==> config.mk <==
export PLATFORM = sky130hd
export DESIGN_NAME = link_alarm_ctrl
export DESIGN_NICKNAME = d
export VERILOG_FILES = /design/src/inc/link_alarm_pkg.sv /design/src/design/trigger_timer.sv /design/src/design/link_alarm_ctrl.sv
export VERILOG_INCLUDE_DIRS = /design/src /design/src/inc
export SDC_FILE = /design/constraint.sdc
export NUM_CORES = 1
export LEC_CHECK = 0
export BUFFER_PORTS_ARGS = -buffer_cell sky130_fd_sc_hd__clkbuf_2
export CAP_MARGIN = 20
export CORE_ASPECT_RATIO = 0.5
export CORE_UTILIZATION = 58
export DETAILED_ROUTE_END_ITERATION = 12
export GPL_TIMING_DRIVEN = 0
export PLACE_DENSITY_LB_ADDON = 0.25
export SLEW_MARGIN = 10
export SYNTH_ARGS = -nofsm -noshare
export SYNTH_HDL_FRONTEND = slang
export SYNTH_SLANG_ARGS = --single-unit
==> constraint.sdc <==
create_clock -name clk -period 2.6 [get_ports clk]
set_input_delay 0.39 -clock clk [delete_from_list [all_inputs] [get_ports clk]]
set_output_delay 0.39 -clock clk [all_outputs]
set_load 0.02 [all_outputs]
==> src/inc/link_alarm_defs.svh <==
// link_alarm_defs.svh: offsets, fields, reset values, timing counts
// assumes an 8-bit register port with 12-bit addresses
`ifndef LINK_ALARM_DEFS_SVH
`define LINK_ALARM_DEFS_SVH

// ----------------------------------------------------------------
// register offsets
// ----------------------------------------------------------------
`define OFS_POWER_TRIM_A 12'h037
`define OFS_SOFT_CAL_TRIG 12'h06c
`define OFS_POWER_TRIM_B 12'h29a
`define OFS_POWER_TRIM_GLITCH 12'h29b
`define OFS_POWER_TRIM_D 12'h29c
`define OFS_LINK_CTRL 12'h200
`define OFS_ALARM_FLAGS 12'h2c0
`define OFS_ALARM_SUMMARY 12'h2c1
`define OFS_ALARM_MASK 12'h2c2
`define OFS_LANE_FIFO_FLAGS 12'h2c4

// ----------------------------------------------------------------
// reset values
// ----------------------------------------------------------------
`define RST_POWER_TRIM_A 8'h4b
`define RST_POWER_TRIM_B 8'h0f
`define RST_POWER_TRIM_GLITCH 8'h04
`define RST_POWER_TRIM_D 8'h1b
`define RST_LINK_CTRL 8'h00
`define RST_ALARM_MASK 8'h00

// ----------------------------------------------------------------
// link control fields
// ----------------------------------------------------------------
`define CTRL_LINK_EN 0
`define CTRL_CHAN_A_PD 1
`define CTRL_CHAN_B_PD 2
`define CTRL_CAL_EN 3
`define CTRL_FOREGROUND 4
`define CTRL_TRIG_EN 5
`define CTRL_STAT_SEL 6
`define CTRL_ENC_64B66B 7

// ----------------------------------------------------------------
// alarm flag positions
// ----------------------------------------------------------------
`define ALM_CPLL 0
`define ALM_SPLL 1
`define ALM_NOT_DATA 2
`define ALM_SYSREF 3
`define ALM_CLK_UPSET 4
`define ALM_FIFO 5
`define ALM_CAUSES 6
`define NUM_LANES 8

// ----------------------------------------------------------------
// thresholds and timing
// ----------------------------------------------------------------
`define GLITCH_HP_LEVEL 8'h04
`define MF_PERIOD 8'd32
`define ILAS_MULTIFRAMES 3'd4
`define SAMPLE_CLK_MHZ 100
`define TRANS_DELAY_NS 6000
`define TRANS_DELAY_CYC \
   (`TRANS_DELAY_NS * `SAMPLE_CLK_MHZ / 1000)

`endif

==> src/inc/link_alarm_pkg.sv <==
// link_alarm_pkg.sv: types shared by the link control logic
// assumes nothing of its surroundings
package link_alarm_pkg;

   // gray codes along idle -> cgs -> ilas -> data
   typedef enum logic [1:0] {
      LINK_IDLE = 2'b00,
      LINK_CGS = 2'b01,
      LINK_ILAS = 2'b11,
      LINK_DATA = 2'b10
   } link_state_t;

endpackage : link_alarm_pkg

==> src/design/trigger_timer.sv <==
// trigger_timer.sv: fixed delay from a trigger to a one-cycle pulse
// assumes clk is the sample clock; retriggers while busy are ignored
`timescale 1ns/10ps
`include "link_alarm_defs.svh"

module trigger_timer (
   input wire logic clk,
   input wire logic rst_n,
   input wire logic start,
   output logic fire
);

   localparam logic [15:0] DELAY = 16'(`TRANS_DELAY_CYC);

   logic [15:0] cnt_q;
   logic busy_q;
   logic fire_q;
   wire logic last = busy_q && (cnt_q == 16'h0001);

   always_ff @(posedge clk or negedge rst_n) begin
      if (!rst_n) begin
         cnt_q <= 16'h0000;
         busy_q <= 1'b0;
         fire_q <= 1'b0;
      end else begin
         fire_q <= last;
         if (start && !busy_q) begin
            cnt_q <= DELAY;
            busy_q <= 1'b1;
         end else if (busy_q) begin
            cnt_q <= cnt_q - 16'h0001;
            busy_q <= !last;
         end
      end
   end

   assign fire = fire_q;

endmodule : trigger_timer

==> src/design/link_alarm_ctrl.sv <==
// link_alarm_ctrl.sv: link enable, frame counter, alarms, power trims
// assumes a decoded 8-bit register port and inputs synchronous to clk
//
// Functional notes
// - link disabled: reset, serializers off, clocks gated
// - link enable one releases link block
// - sysref resets multiframe or extended multiblock counter
// - without sysref frame counter free-runs
// - sync request starts cgs then ilas unless 64b66b selected
// - six alarm causes detected
// - sticky alarm bits cleared by writing one
// - unmasked alarms reach summary register
// - status pin shows alarm when selected
// - channel clock mismatch sets clock upset flag
// - lane fifo pointer upset sets lane flag
// - link enable toggle resets lane fifos
// - glitch trim of four matches high performance
// - triggered core transition 500-1000 samples later
// - foreground calibration gives no core transitions
`timescale 1ns/10ps
`include "link_alarm_defs.svh"

module link_alarm_ctrl (
   input wire logic clk,
   input wire logic rst_n,
   input wire logic [11:0] reg_addr,
   input wire logic [7:0] reg_wdata,
   input wire logic reg_wr,
   input wire logic reg_rd,
   output logic [7:0] reg_rdata,
   input wire logic cpll_locked,
   input wire logic spll_locked,
   input wire logic sysref_captured,
   input wire logic sysref_realign,
   input wire logic sync_n,
   input wire logic chan_a_clk_phase,
   input wire logic chan_b_clk_phase,
   input wire logic [7:0] lane_fifo_err,
   input wire logic cal_trigger_pin,
   input wire logic cal_core_req,
   input wire logic cal_done,
   output logic link_rst_n,
   output logic serializer_pd,
   output logic link_clk_en,
   output logic lane_fifo_rst_n,
   output logic frame_ctr_rst,
   output logic frame_edge,
   output logic [1:0] link_state,
   output logic cal_status_pin,
   output logic core_transition,
   output logic glitch_matches_hp
);

   // ----------------------------------------------------------------
   // register write decode
   // ----------------------------------------------------------------
   logic [7:0] ctrl_q;
   logic [7:0] trim_a_q;
   logic [7:0] trim_b_q;
   logic [7:0] trim_glitch_q;
   logic [7:0] trim_d_q;
   logic [7:0] alarm_mask_q;
   logic [5:0] alarm_flags_q;
   logic [7:0] lane_flags_q;

   wire logic wr_ctrl = reg_wr && (reg_addr == `OFS_LINK_CTRL);
   wire logic wr_trim_a = reg_wr && (reg_addr == `OFS_POWER_TRIM_A);
   wire logic wr_trim_b = reg_wr && (reg_addr == `OFS_POWER_TRIM_B);
   wire logic wr_trim_g = reg_wr && (reg_addr == `OFS_POWER_TRIM_GLITCH);
   wire logic wr_trim_d = reg_wr && (reg_addr == `OFS_POWER_TRIM_D);
   wire logic wr_mask = reg_wr && (reg_addr == `OFS_ALARM_MASK);
   wire logic wr_flags = reg_wr && (reg_addr == `OFS_ALARM_FLAGS);
   wire logic wr_lanes = reg_wr && (reg_addr == `OFS_LANE_FIFO_FLAGS);
   wire logic wr_soft_trig = reg_wr && (reg_addr == `OFS_SOFT_CAL_TRIG);

   wire logic link_en = ctrl_q[`CTRL_LINK_EN];
   wire logic enc_64b = ctrl_q[`CTRL_ENC_64B66B];
   wire logic foreground = ctrl_q[`CTRL_FOREGROUND];
   wire logic trig_en = ctrl_q[`CTRL_TRIG_EN];
   wire logic stat_sel = ctrl_q[`CTRL_STAT_SEL];
   wire logic both_chans = !ctrl_q[`CTRL_CHAN_A_PD]
      && !ctrl_q[`CTRL_CHAN_B_PD];

   // trims are plain storage; they take any write so a careless
   // sequence is not silently dropped
   always_ff @(posedge clk or negedge rst_n) begin
      if (!rst_n) begin
         ctrl_q <= `RST_LINK_CTRL;
         trim_a_q <= `RST_POWER_TRIM_A;
         trim_b_q <= `RST_POWER_TRIM_B;
         trim_glitch_q <= `RST_POWER_TRIM_GLITCH;
         trim_d_q <= `RST_POWER_TRIM_D;
         alarm_mask_q <= `RST_ALARM_MASK;
      end else begin
         if (wr_ctrl) ctrl_q <= reg_wdata;
         if (wr_trim_a) trim_a_q <= reg_wdata;
         if (wr_trim_b) trim_b_q <= reg_wdata;
         if (wr_trim_g) trim_glitch_q <= reg_wdata;
         if (wr_trim_d) trim_d_q <= reg_wdata;
         if (wr_mask) alarm_mask_q <= reg_wdata;
      end
   end

   // ----------------------------------------------------------------
   // link enable gating
   // ----------------------------------------------------------------
   logic link_rst_n_q;
   logic ser_pd_q;
   logic clk_en_q;
   logic fifo_rst_n_q;

   always_ff @(posedge clk or negedge rst_n) begin
      if (!rst_n) begin
         link_rst_n_q <= 1'b0;
         ser_pd_q <= 1'b1;
         clk_en_q <= 1'b0;
         fifo_rst_n_q <= 1'b0;
      end else begin
         link_rst_n_q <= link_en;
         ser_pd_q <= !link_en;
         clk_en_q <= link_en;
         fifo_rst_n_q <= link_en;
      end
   end

   // ----------------------------------------------------------------
   // frame counter
   // ----------------------------------------------------------------
   logic [7:0] mf_cnt_q;
   logic mf_rst_q;
   logic mf_edge_q;
   wire logic mf_wrap = (mf_cnt_q == `MF_PERIOD - 8'd1);

   // free-running from reset gives arbitrary phase with no sysref
   always_ff @(posedge clk or negedge rst_n) begin
      if (!rst_n) begin
         mf_cnt_q <= 8'h00;
         mf_rst_q <= 1'b0;
         mf_edge_q <= 1'b0;
      end else begin
         mf_rst_q <= sysref_captured;
         if (sysref_captured || mf_wrap) begin
            mf_cnt_q <= 8'h00;
         end else begin
            mf_cnt_q <= mf_cnt_q + 8'h01;
         end
         mf_edge_q <= sysref_captured || mf_wrap;
      end
   end

   // ----------------------------------------------------------------
   // link state
   // ----------------------------------------------------------------
   link_alarm_pkg::link_state_t state_q;
   link_alarm_pkg::link_state_t state_d;
   logic [2:0] ilas_cnt_q;

   always_comb begin
      state_d = state_q;
      case (state_q)
         link_alarm_pkg::LINK_IDLE: begin
            if (link_en) begin
               state_d = enc_64b ? link_alarm_pkg::LINK_DATA
                  : link_alarm_pkg::LINK_CGS;
            end
         end
         link_alarm_pkg::LINK_CGS: begin
            if (sync_n && mf_edge_q) begin
               state_d = link_alarm_pkg::LINK_ILAS;
            end
         end
         link_alarm_pkg::LINK_ILAS: begin
            if (!sync_n) begin
               state_d = link_alarm_pkg::LINK_CGS;
            end else if (mf_edge_q && ilas_cnt_q == `ILAS_MULTIFRAMES) begin
               state_d = link_alarm_pkg::LINK_DATA;
            end
         end
         link_alarm_pkg::LINK_DATA: begin
            if (!sync_n && !enc_64b) begin
               state_d = link_alarm_pkg::LINK_CGS;
            end
         end
         default: state_d = link_alarm_pkg::LINK_IDLE;
      endcase
      if (!link_en) begin
         state_d = link_alarm_pkg::LINK_IDLE;
      end
   end

   always_ff @(posedge clk or negedge rst_n) begin
      if (!rst_n) begin
         state_q <= link_alarm_pkg::LINK_IDLE;
         ilas_cnt_q <= 3'd0;
      end else begin
         state_q <= state_d;
         if (state_q != link_alarm_pkg::LINK_ILAS) begin
            ilas_cnt_q <= 3'd0;
         end else if (mf_edge_q) begin
            ilas_cnt_q <= ilas_cnt_q + 3'd1;
         end
      end
   end

   // ----------------------------------------------------------------
   // alarm detection
   // ----------------------------------------------------------------
   logic half_q;
   always_ff @(posedge clk or negedge rst_n) begin
      if (!rst_n) half_q <= 1'b0;
      else half_q <= !half_q;
   end

   // compare once per half-rate cycle; only meaningful with both on
   wire logic clk_upset = half_q && both_chans && link_en
      && (chan_a_clk_phase != chan_b_clk_phase);
   wire logic [7:0] lane_evt = link_en ? lane_fifo_err : 8'h00;

   wire logic [5:0] alarm_evt = {
      |lane_evt,
      clk_upset,
      sysref_realign,
      state_q != link_alarm_pkg::LINK_DATA,
      !spll_locked,
      !cpll_locked
   };

   // set wins over the write-one clear
   genvar gi;
   generate
      for (gi = 0; gi < `ALM_CAUSES; gi++) begin : g_alarm
         wire logic clr = wr_flags && reg_wdata[gi];
         always_ff @(posedge clk or negedge rst_n) begin
            if (!rst_n) alarm_flags_q[gi] <= 1'b0;
            else if (alarm_evt[gi]) alarm_flags_q[gi] <= 1'b1;
            else if (clr) alarm_flags_q[gi] <= 1'b0;
         end
      end
      for (gi = 0; gi < `NUM_LANES; gi++) begin : g_lane
         wire logic clr = wr_lanes && reg_wdata[gi];
         always_ff @(posedge clk or negedge rst_n) begin
            if (!rst_n) lane_flags_q[gi] <= 1'b0;
            else if (lane_evt[gi]) lane_flags_q[gi] <= 1'b1;
            else if (clr) lane_flags_q[gi] <= 1'b0;
         end
      end
   endgenerate

   wire logic summary = |(alarm_flags_q & ~alarm_mask_q[5:0]);

   // ----------------------------------------------------------------
   // calibration core transitions
   // ----------------------------------------------------------------
   logic trig_pin_q;
   always_ff @(posedge clk or negedge rst_n) begin
      if (!rst_n) trig_pin_q <= 1'b0;
      else trig_pin_q <= cal_trigger_pin;
   end

   wire logic trig_evt = (cal_trigger_pin && !trig_pin_q) || wr_soft_trig;
   wire logic bg_cal = ctrl_q[`CTRL_CAL_EN] && !foreground;
   logic timer_fire;

   trigger_timer u_timer (
      .clk(clk),
      .rst_n(rst_n),
      .start(trig_evt && trig_en && bg_cal),
      .fire(timer_fire)
   );

   wire logic core_evt = bg_cal
      && (trig_en ? timer_fire : cal_core_req);

   // ----------------------------------------------------------------
   // outputs and read port
   // ----------------------------------------------------------------
   logic stat_q;
   logic core_q;
   logic glitch_q;
   logic [7:0] rdata_q;
   logic [7:0] rd_mux;

   always_comb begin
      case (reg_addr)
         `OFS_LINK_CTRL: rd_mux = ctrl_q;
         `OFS_POWER_TRIM_A: rd_mux = trim_a_q;
         `OFS_POWER_TRIM_B: rd_mux = trim_b_q;
         `OFS_POWER_TRIM_GLITCH: rd_mux = trim_glitch_q;
         `OFS_POWER_TRIM_D: rd_mux = trim_d_q;
         `OFS_ALARM_MASK: rd_mux = alarm_mask_q;
         `OFS_ALARM_FLAGS: rd_mux = {2'b00, alarm_flags_q};
         `OFS_ALARM_SUMMARY: rd_mux = {7'h00, summary};
         `OFS_LANE_FIFO_FLAGS: rd_mux = lane_flags_q;
         default: rd_mux = 8'h00;
      endcase
   end

   always_ff @(posedge clk or negedge rst_n) begin
      if (!rst_n) begin
         stat_q <= 1'b0;
         core_q <= 1'b0;
         glitch_q <= 1'b1;
         rdata_q <= 8'h00;
      end else begin
         stat_q <= stat_sel ? summary : cal_done;
         core_q <= core_evt;
         glitch_q <= (trim_glitch_q >= `GLITCH_HP_LEVEL);
         if (reg_rd) rdata_q <= rd_mux;
      end
   end

   assign reg_rdata = rdata_q;
   assign link_rst_n = link_rst_n_q;
   assign serializer_pd = ser_pd_q;
   assign link_clk_en = clk_en_q;
   assign lane_fifo_rst_n = fifo_rst_n_q;
   assign frame_ctr_rst = mf_rst_q;
   assign frame_edge = mf_edge_q;
   assign link_state = state_q;
   assign cal_status_pin = stat_q;
   assign core_transition = core_q;
   assign glitch_matches_hp = glitch_q;

endmodule : link_alarm_ctrl

# Word level (Yosys, flattened, before mapping)
# Cells that the tools add are included.
# classes
reduce_logical,67
bitwise_logic,2
n_lt_le_gt_ge,1
eq_ne,24
n_addsub,3
n_mux,46
# ops
op,n
$eq 12x10->1 const B,8
$pmux 8 s9,1
$logic_and 1x1->1,37
$mux 1,32
$mux 16,2
$reduce_bool 2->1,14
$eq 16x1->1 const B,1
$mux 8,2
$sub 16x1->16 const B,1
$eq 12x6->1 const B,1
$eq 12x7->1 const B,1
$mux 2,6
$logic_not 1->1,10
$add 8x1->8 const B,1
$eq 8x5->1 const B,1
$ge 8x3->1 const B,1
$pmux 2 s4,1
$reduce_or 8->1,1
$and 6x6->6,1
$mux 3,2
$ne 3x3->1 const B,2
$not 6->6,1
$reduce_or 6->1,1
$eq 2x2->1 const B,2
10 further kinds,13
# word_totals
in_bits,42
regBits,110
word_cells,179

# Logic depth before layout (Yosys ltp)
# logic_depth
depth_word,7
depth_mapped,7
depth_no_buf,6

# Cells and area by module
# A second synthesis with hierarchy kept.
# hier_totals
hier_cells,457
area_unflattened_um2,5277.6
# modules_own_cells
mod,seq_area_each_um2,instances,cells_each,area_each_um2
link_alarm_ctrl,2321.0,1,376,4391.7
trigger_timer,450.4,1,81,885.8

# Worst setup path before layout
# No wires, ideal clock.
# synth_path
path_type,input -> register
startpoint,in reg_addr[7]
endpoint,reg u_timer.cnt_q[12]
cell_stages,5
arrival_ns,1.947
slack_ns,0.514
setup_time_ns,0.139
path_cell_list,or4_4 nor4_1 o2111ai_1 o311ai_0 o21ai_0
# synth_via
elab_chain_cells,7
word_cells_on_any_way,8
classes_between,eq/ne: 1; mux: 1; reduce/logical: 6
# synth_lines
element,line,source
from (decl),link_alarm_ctrl.sv:26,"input wire logic [11:0] reg_addr,"
$eq 12x7->1 (no source line) (*),--,
$logic_and 1x1->1 (*),link_alarm_ctrl.sv:74,wire logic wr_soft_trig = reg_wr && (reg_addr == `OFS_SOFT_CAL_TRIG);
$logic_or 1x1->1 (*),link_alarm_ctrl.sv:260,wire logic trig_evt = (cal_trigger_pin && !trig_pin_q) || wr_soft_trig;
$logic_and 1x1->1 (*) (2 in a row),link_alarm_ctrl.sv:267,".start(trig_evt && trig_en && bg_cal),"
$logic_and 1x1->1 (*),trigger_timer.sv:27,if (start && !busy_q) begin
$mux 16 or $reduce_bool 2->1 (tied branches),--,
to (signal assigned),trigger_timer.sv:31,cnt_q <= cnt_q - 16'h0001;
to (decl),trigger_timer.sv:15,logic [15:0] cnt_q;
# Mark *: on every way between the ends. The rest lies on a longest branch, timed or not.
# A chain may end at the register's enable or synchronous reset.

# Final worst setup path
# Same ends and word-level chain as after synthesis.

==> PnR_summary.wiki <==
{| class="wikitable"
! Metric !! Value
|-
| Outcome || complete, no violations
|-
| Cells along the critical path || clkbuf_2 > or4_4 > nor4_2 > o2111ai_1 > o311ai_0 > o21ai_0
|-
| Endpoints failing setup || 0
|-
| I/O Pins || 61
|-
| Setup repair after global routing missed its margin || false
|-
| Gpl congestion || 0.8928
|-
| Switching pwr || 795.4 uW
|-
| Final global-route overflow total || 0
|-
| Global Route Usage Sum || 27.03%
|-
| Slew of the pin with the lowest slew margin || 913.8 ps
|-
| Worst IR Drop VDD || 354.8 uV
|-
| Initial core utilization || 59.88%
|-
| Number of max-slew violations in the final report || 0
|-
| Sequential share of the synthesized area || 52.97%
|-
| H-tree Lvls || 3
|-
| Max reg flops || 16
|-
| Routed wire length || 12.06 mm
|-
| Final number of hold-violating endpoints || 0
|-
| Async SR Flop Fraction || 100.0%
|-
| Initial antenna violation count || 0
|-
| FMAX || 423.5 MHz
|-
| Inserted Clock Buffers || 9
|-
| Ratio of cells with drive above 1 in the final layout || 29.49%
|-
| Placeable core region || 0.008738 sq mm
|-
| Die outline height || 69.16 um
|-
| Number of clock sinks || 110
|-
| Arrival time reported for the critical path endpoint || 2570 ps
|-
| Number of I/O port buffers || 59
|-
| Post-Syn Area per Cell || 11.18 sq um
|-
| Prevailing post-synth register cell || dfrtp_1
|-
| Post-route fraction of the period consumed by the critical path || 90.83%
|-
| Start-to-end type of the worst setup path || in -> reg
|-
| Area overhead of the layout relative to synthesis || 15.38%
|-
| Combinational Power Share || 6.5%
|-
| Via count || 4,067
|-
| Net Count, Synth || 515
|-
| Leading cell type in the layout, fill and taps excluded || dfrtp_1
|-
| Count of mapped cells out of synthesis || 468
|-
| Detail Placement HPWL || 8.489 mm
|-
| Total buffers and inverters traversed by the critical path || 1
|-
| Number of enable-type register cells in the synthesized netlist || 0
|-
| Clock tree root buffer cell || clkbuf_16
|-
| Net total in the final layout || 588
|-
| First-pass GRT wire length || 19.08 mm
|-
| Power density of the placed cells || 557.2 mW/mm^2
|-
| Delay contributed by the slowest stage of the critical path || 680 ps
|-
| Number of buffers between clock root and the deepest sink || 2
|-
| Worst slew margin relative to its limit || 38.96%
|-
| Number of distinct library cells after synthesis || 66
|-
| Pre-Repair DR Iteration Count || 5
|-
| Class of the worst hold path || in -> reg
|-
| Final Skew || 7.272 ps
|-
| Number of nets with antenna violations after detailed routing || 0
|-
| Number of rows created at floorplan || 24
|-
| Leakage power of the design || 0.002701 uW
|-
| Most frequent cells in the layout || 95 x dfrtp_1, 58 x clkbuf_2, 49 x mux2_2
|-
| Max FO, Critical Path || 7
|-
| CP delay by family, top || simple AND/OR/NAND/NOR gates
|-
| P_int || 2569 uW
|-
| Reg power frac || 52.1%
|-
| Via count of the first global-routing pass || 3,816
|-
| Synthesized cell area || 0.005233 sq mm
|-
| Clock tree from TritonCTS || done
|-
| Worst setup SP type || input port
|-
| Slowest cell on the critical path || nor4_2
|-
| Data required time of the worst path || 2810 ps
|-
| Final Util || 69.09%
|-
| Routed via count divided by cell count || 6.134
|-
| Die Wd || 136.3 um
|-
| Diode insertion count for antenna repair || 0
|-
| Clock share of power || 41.4%
|-
| Kind of end point of the critical path || flop
|-
| Setup TNS Final || 0 ps
|-
| Yosys warns || 0
|-
| Register with the most flip-flops || u_timer.cnt_q
|-
| Shortest period the worst path allows || 2361 ps
|-
| Iteration-0 DRC Markers || 296
|-
| Max-cap check violation count || 0
|-
| Flip-flop and latch count after synthesis || 110
|-
| DRC viols || 0
|-
| Clock-pin slew on the worst setup and hold paths || 70 ps
|-
| Maximum number of pins on one net before global-route repair || 107
|-
| Die Outline Area || 0.009428 sq mm
|-
| Latest clock arrival within the worst-skew pair || 350 ps
|-
| Average routed wire per standard cell || 18.19 um
|-
| Sw Share || 23.64%
|}
through the flow:
stage               setup slack [ps]  cells  total power, uW  cell area, sq um  hold WS, ps
global route                   98.73    663             3479              6037        141.5
floorplan                      513.6    468             1874              5233        94.41
CTS                            233.0    663             3386              6035        145.4
finish                         238.5    663             3364              6037        155.9
global placement              -363.7    644             1992              5674        391.9
detailed placement            -380.2    646             2003              5720        209.7
synth_stat cells (10+ instances only):
cell type   n  area, sq um
dfrtp_1    95         2377
mux2_2     49        551.8
nor2_1     39        146.4
nand2_1    30        112.6
inv_1      25        93.84
o21ai_0    16        80.08
a21oi_1    15        75.07
dfstp_2    15        394.1
a22o_1     14        122.6
nand3_1    13        65.06
nor3_1     10        50.05
nor4_1     10        62.56
final timing paths:
kind,start,to,slack [ps],cells past startpoint
worst max-delay path,reg_addr[7],u_timer.cnt_q[12],240,6
worst min-delay path,cal_trigger_pin,trig_pin_q,160,1
worst max register to register,u_timer.busy_q,u_timer.cnt_q[15],470,6
worst min register to register,half_q,half_q,420,1
max in group asynchronous,rst_n,trim_d_q[4],1510,3
min in group asynchronous,rst_n,lane_fifo_rst_n,400,2
layer usage:
metal / GRT usage, % / part of all wire (%)
met1: 36.83 / 46
met4: 9.753 / 2.0
met5: 0 / 0
met2: 41.68 / 45
met3: 7.358 / 6.4
power groups by stage:
stage	clock network, uW	registers [uW]	logic, uW
after floorplan	0	1790	80.1
after global placement	0	1790	207
after detailed placement	0	1790	217
after CTS	1410	1750	220
after global routing	1480	1760	242
final	1390	1750	219
repair_timing:
action | CTS | global route
endpoints found under the setup margin | 1 | 3
setup buffers | 0 | 0
endpoints found under the hold margin | 4 | 0
hold buffers | 1 | 0
resized for setup | 1 | 1
pin swaps | 0 | 0
cell type report:
type,count,area [sq um]
Multi-Input combinational cell,319,2318
Clock inverter,6,68.82
Inverter,26,97.59
Clock buffer,10,229.0
Sequential cell,110,2771
Timing Repair Buffer,62,346.6
Buffer,13,58.81
Tap cell,117,146.4
Fill cell,686,2701
worst reg2reg max path: cells and delay by family (launching register included):
family / cells / cell delay [ps]
AO/OA/AOI/OAI: 1 / 90
flip-flops: 1 / 330
AND/OR/NAND/NOR: 4 / 1300
buffers and inverters: 1 / 280
cell families after synthesis:
logic type	synth area share (%)
and+or+nand+nor	16.31
DFF	52.97
AOI/OAI and AO/OA	13.39
muxes	11.31
buffers and inverters	2.989
xor gates and xnor gates	1.841
adders and majority gates	1.196
(Power assumes the default switching activity.)
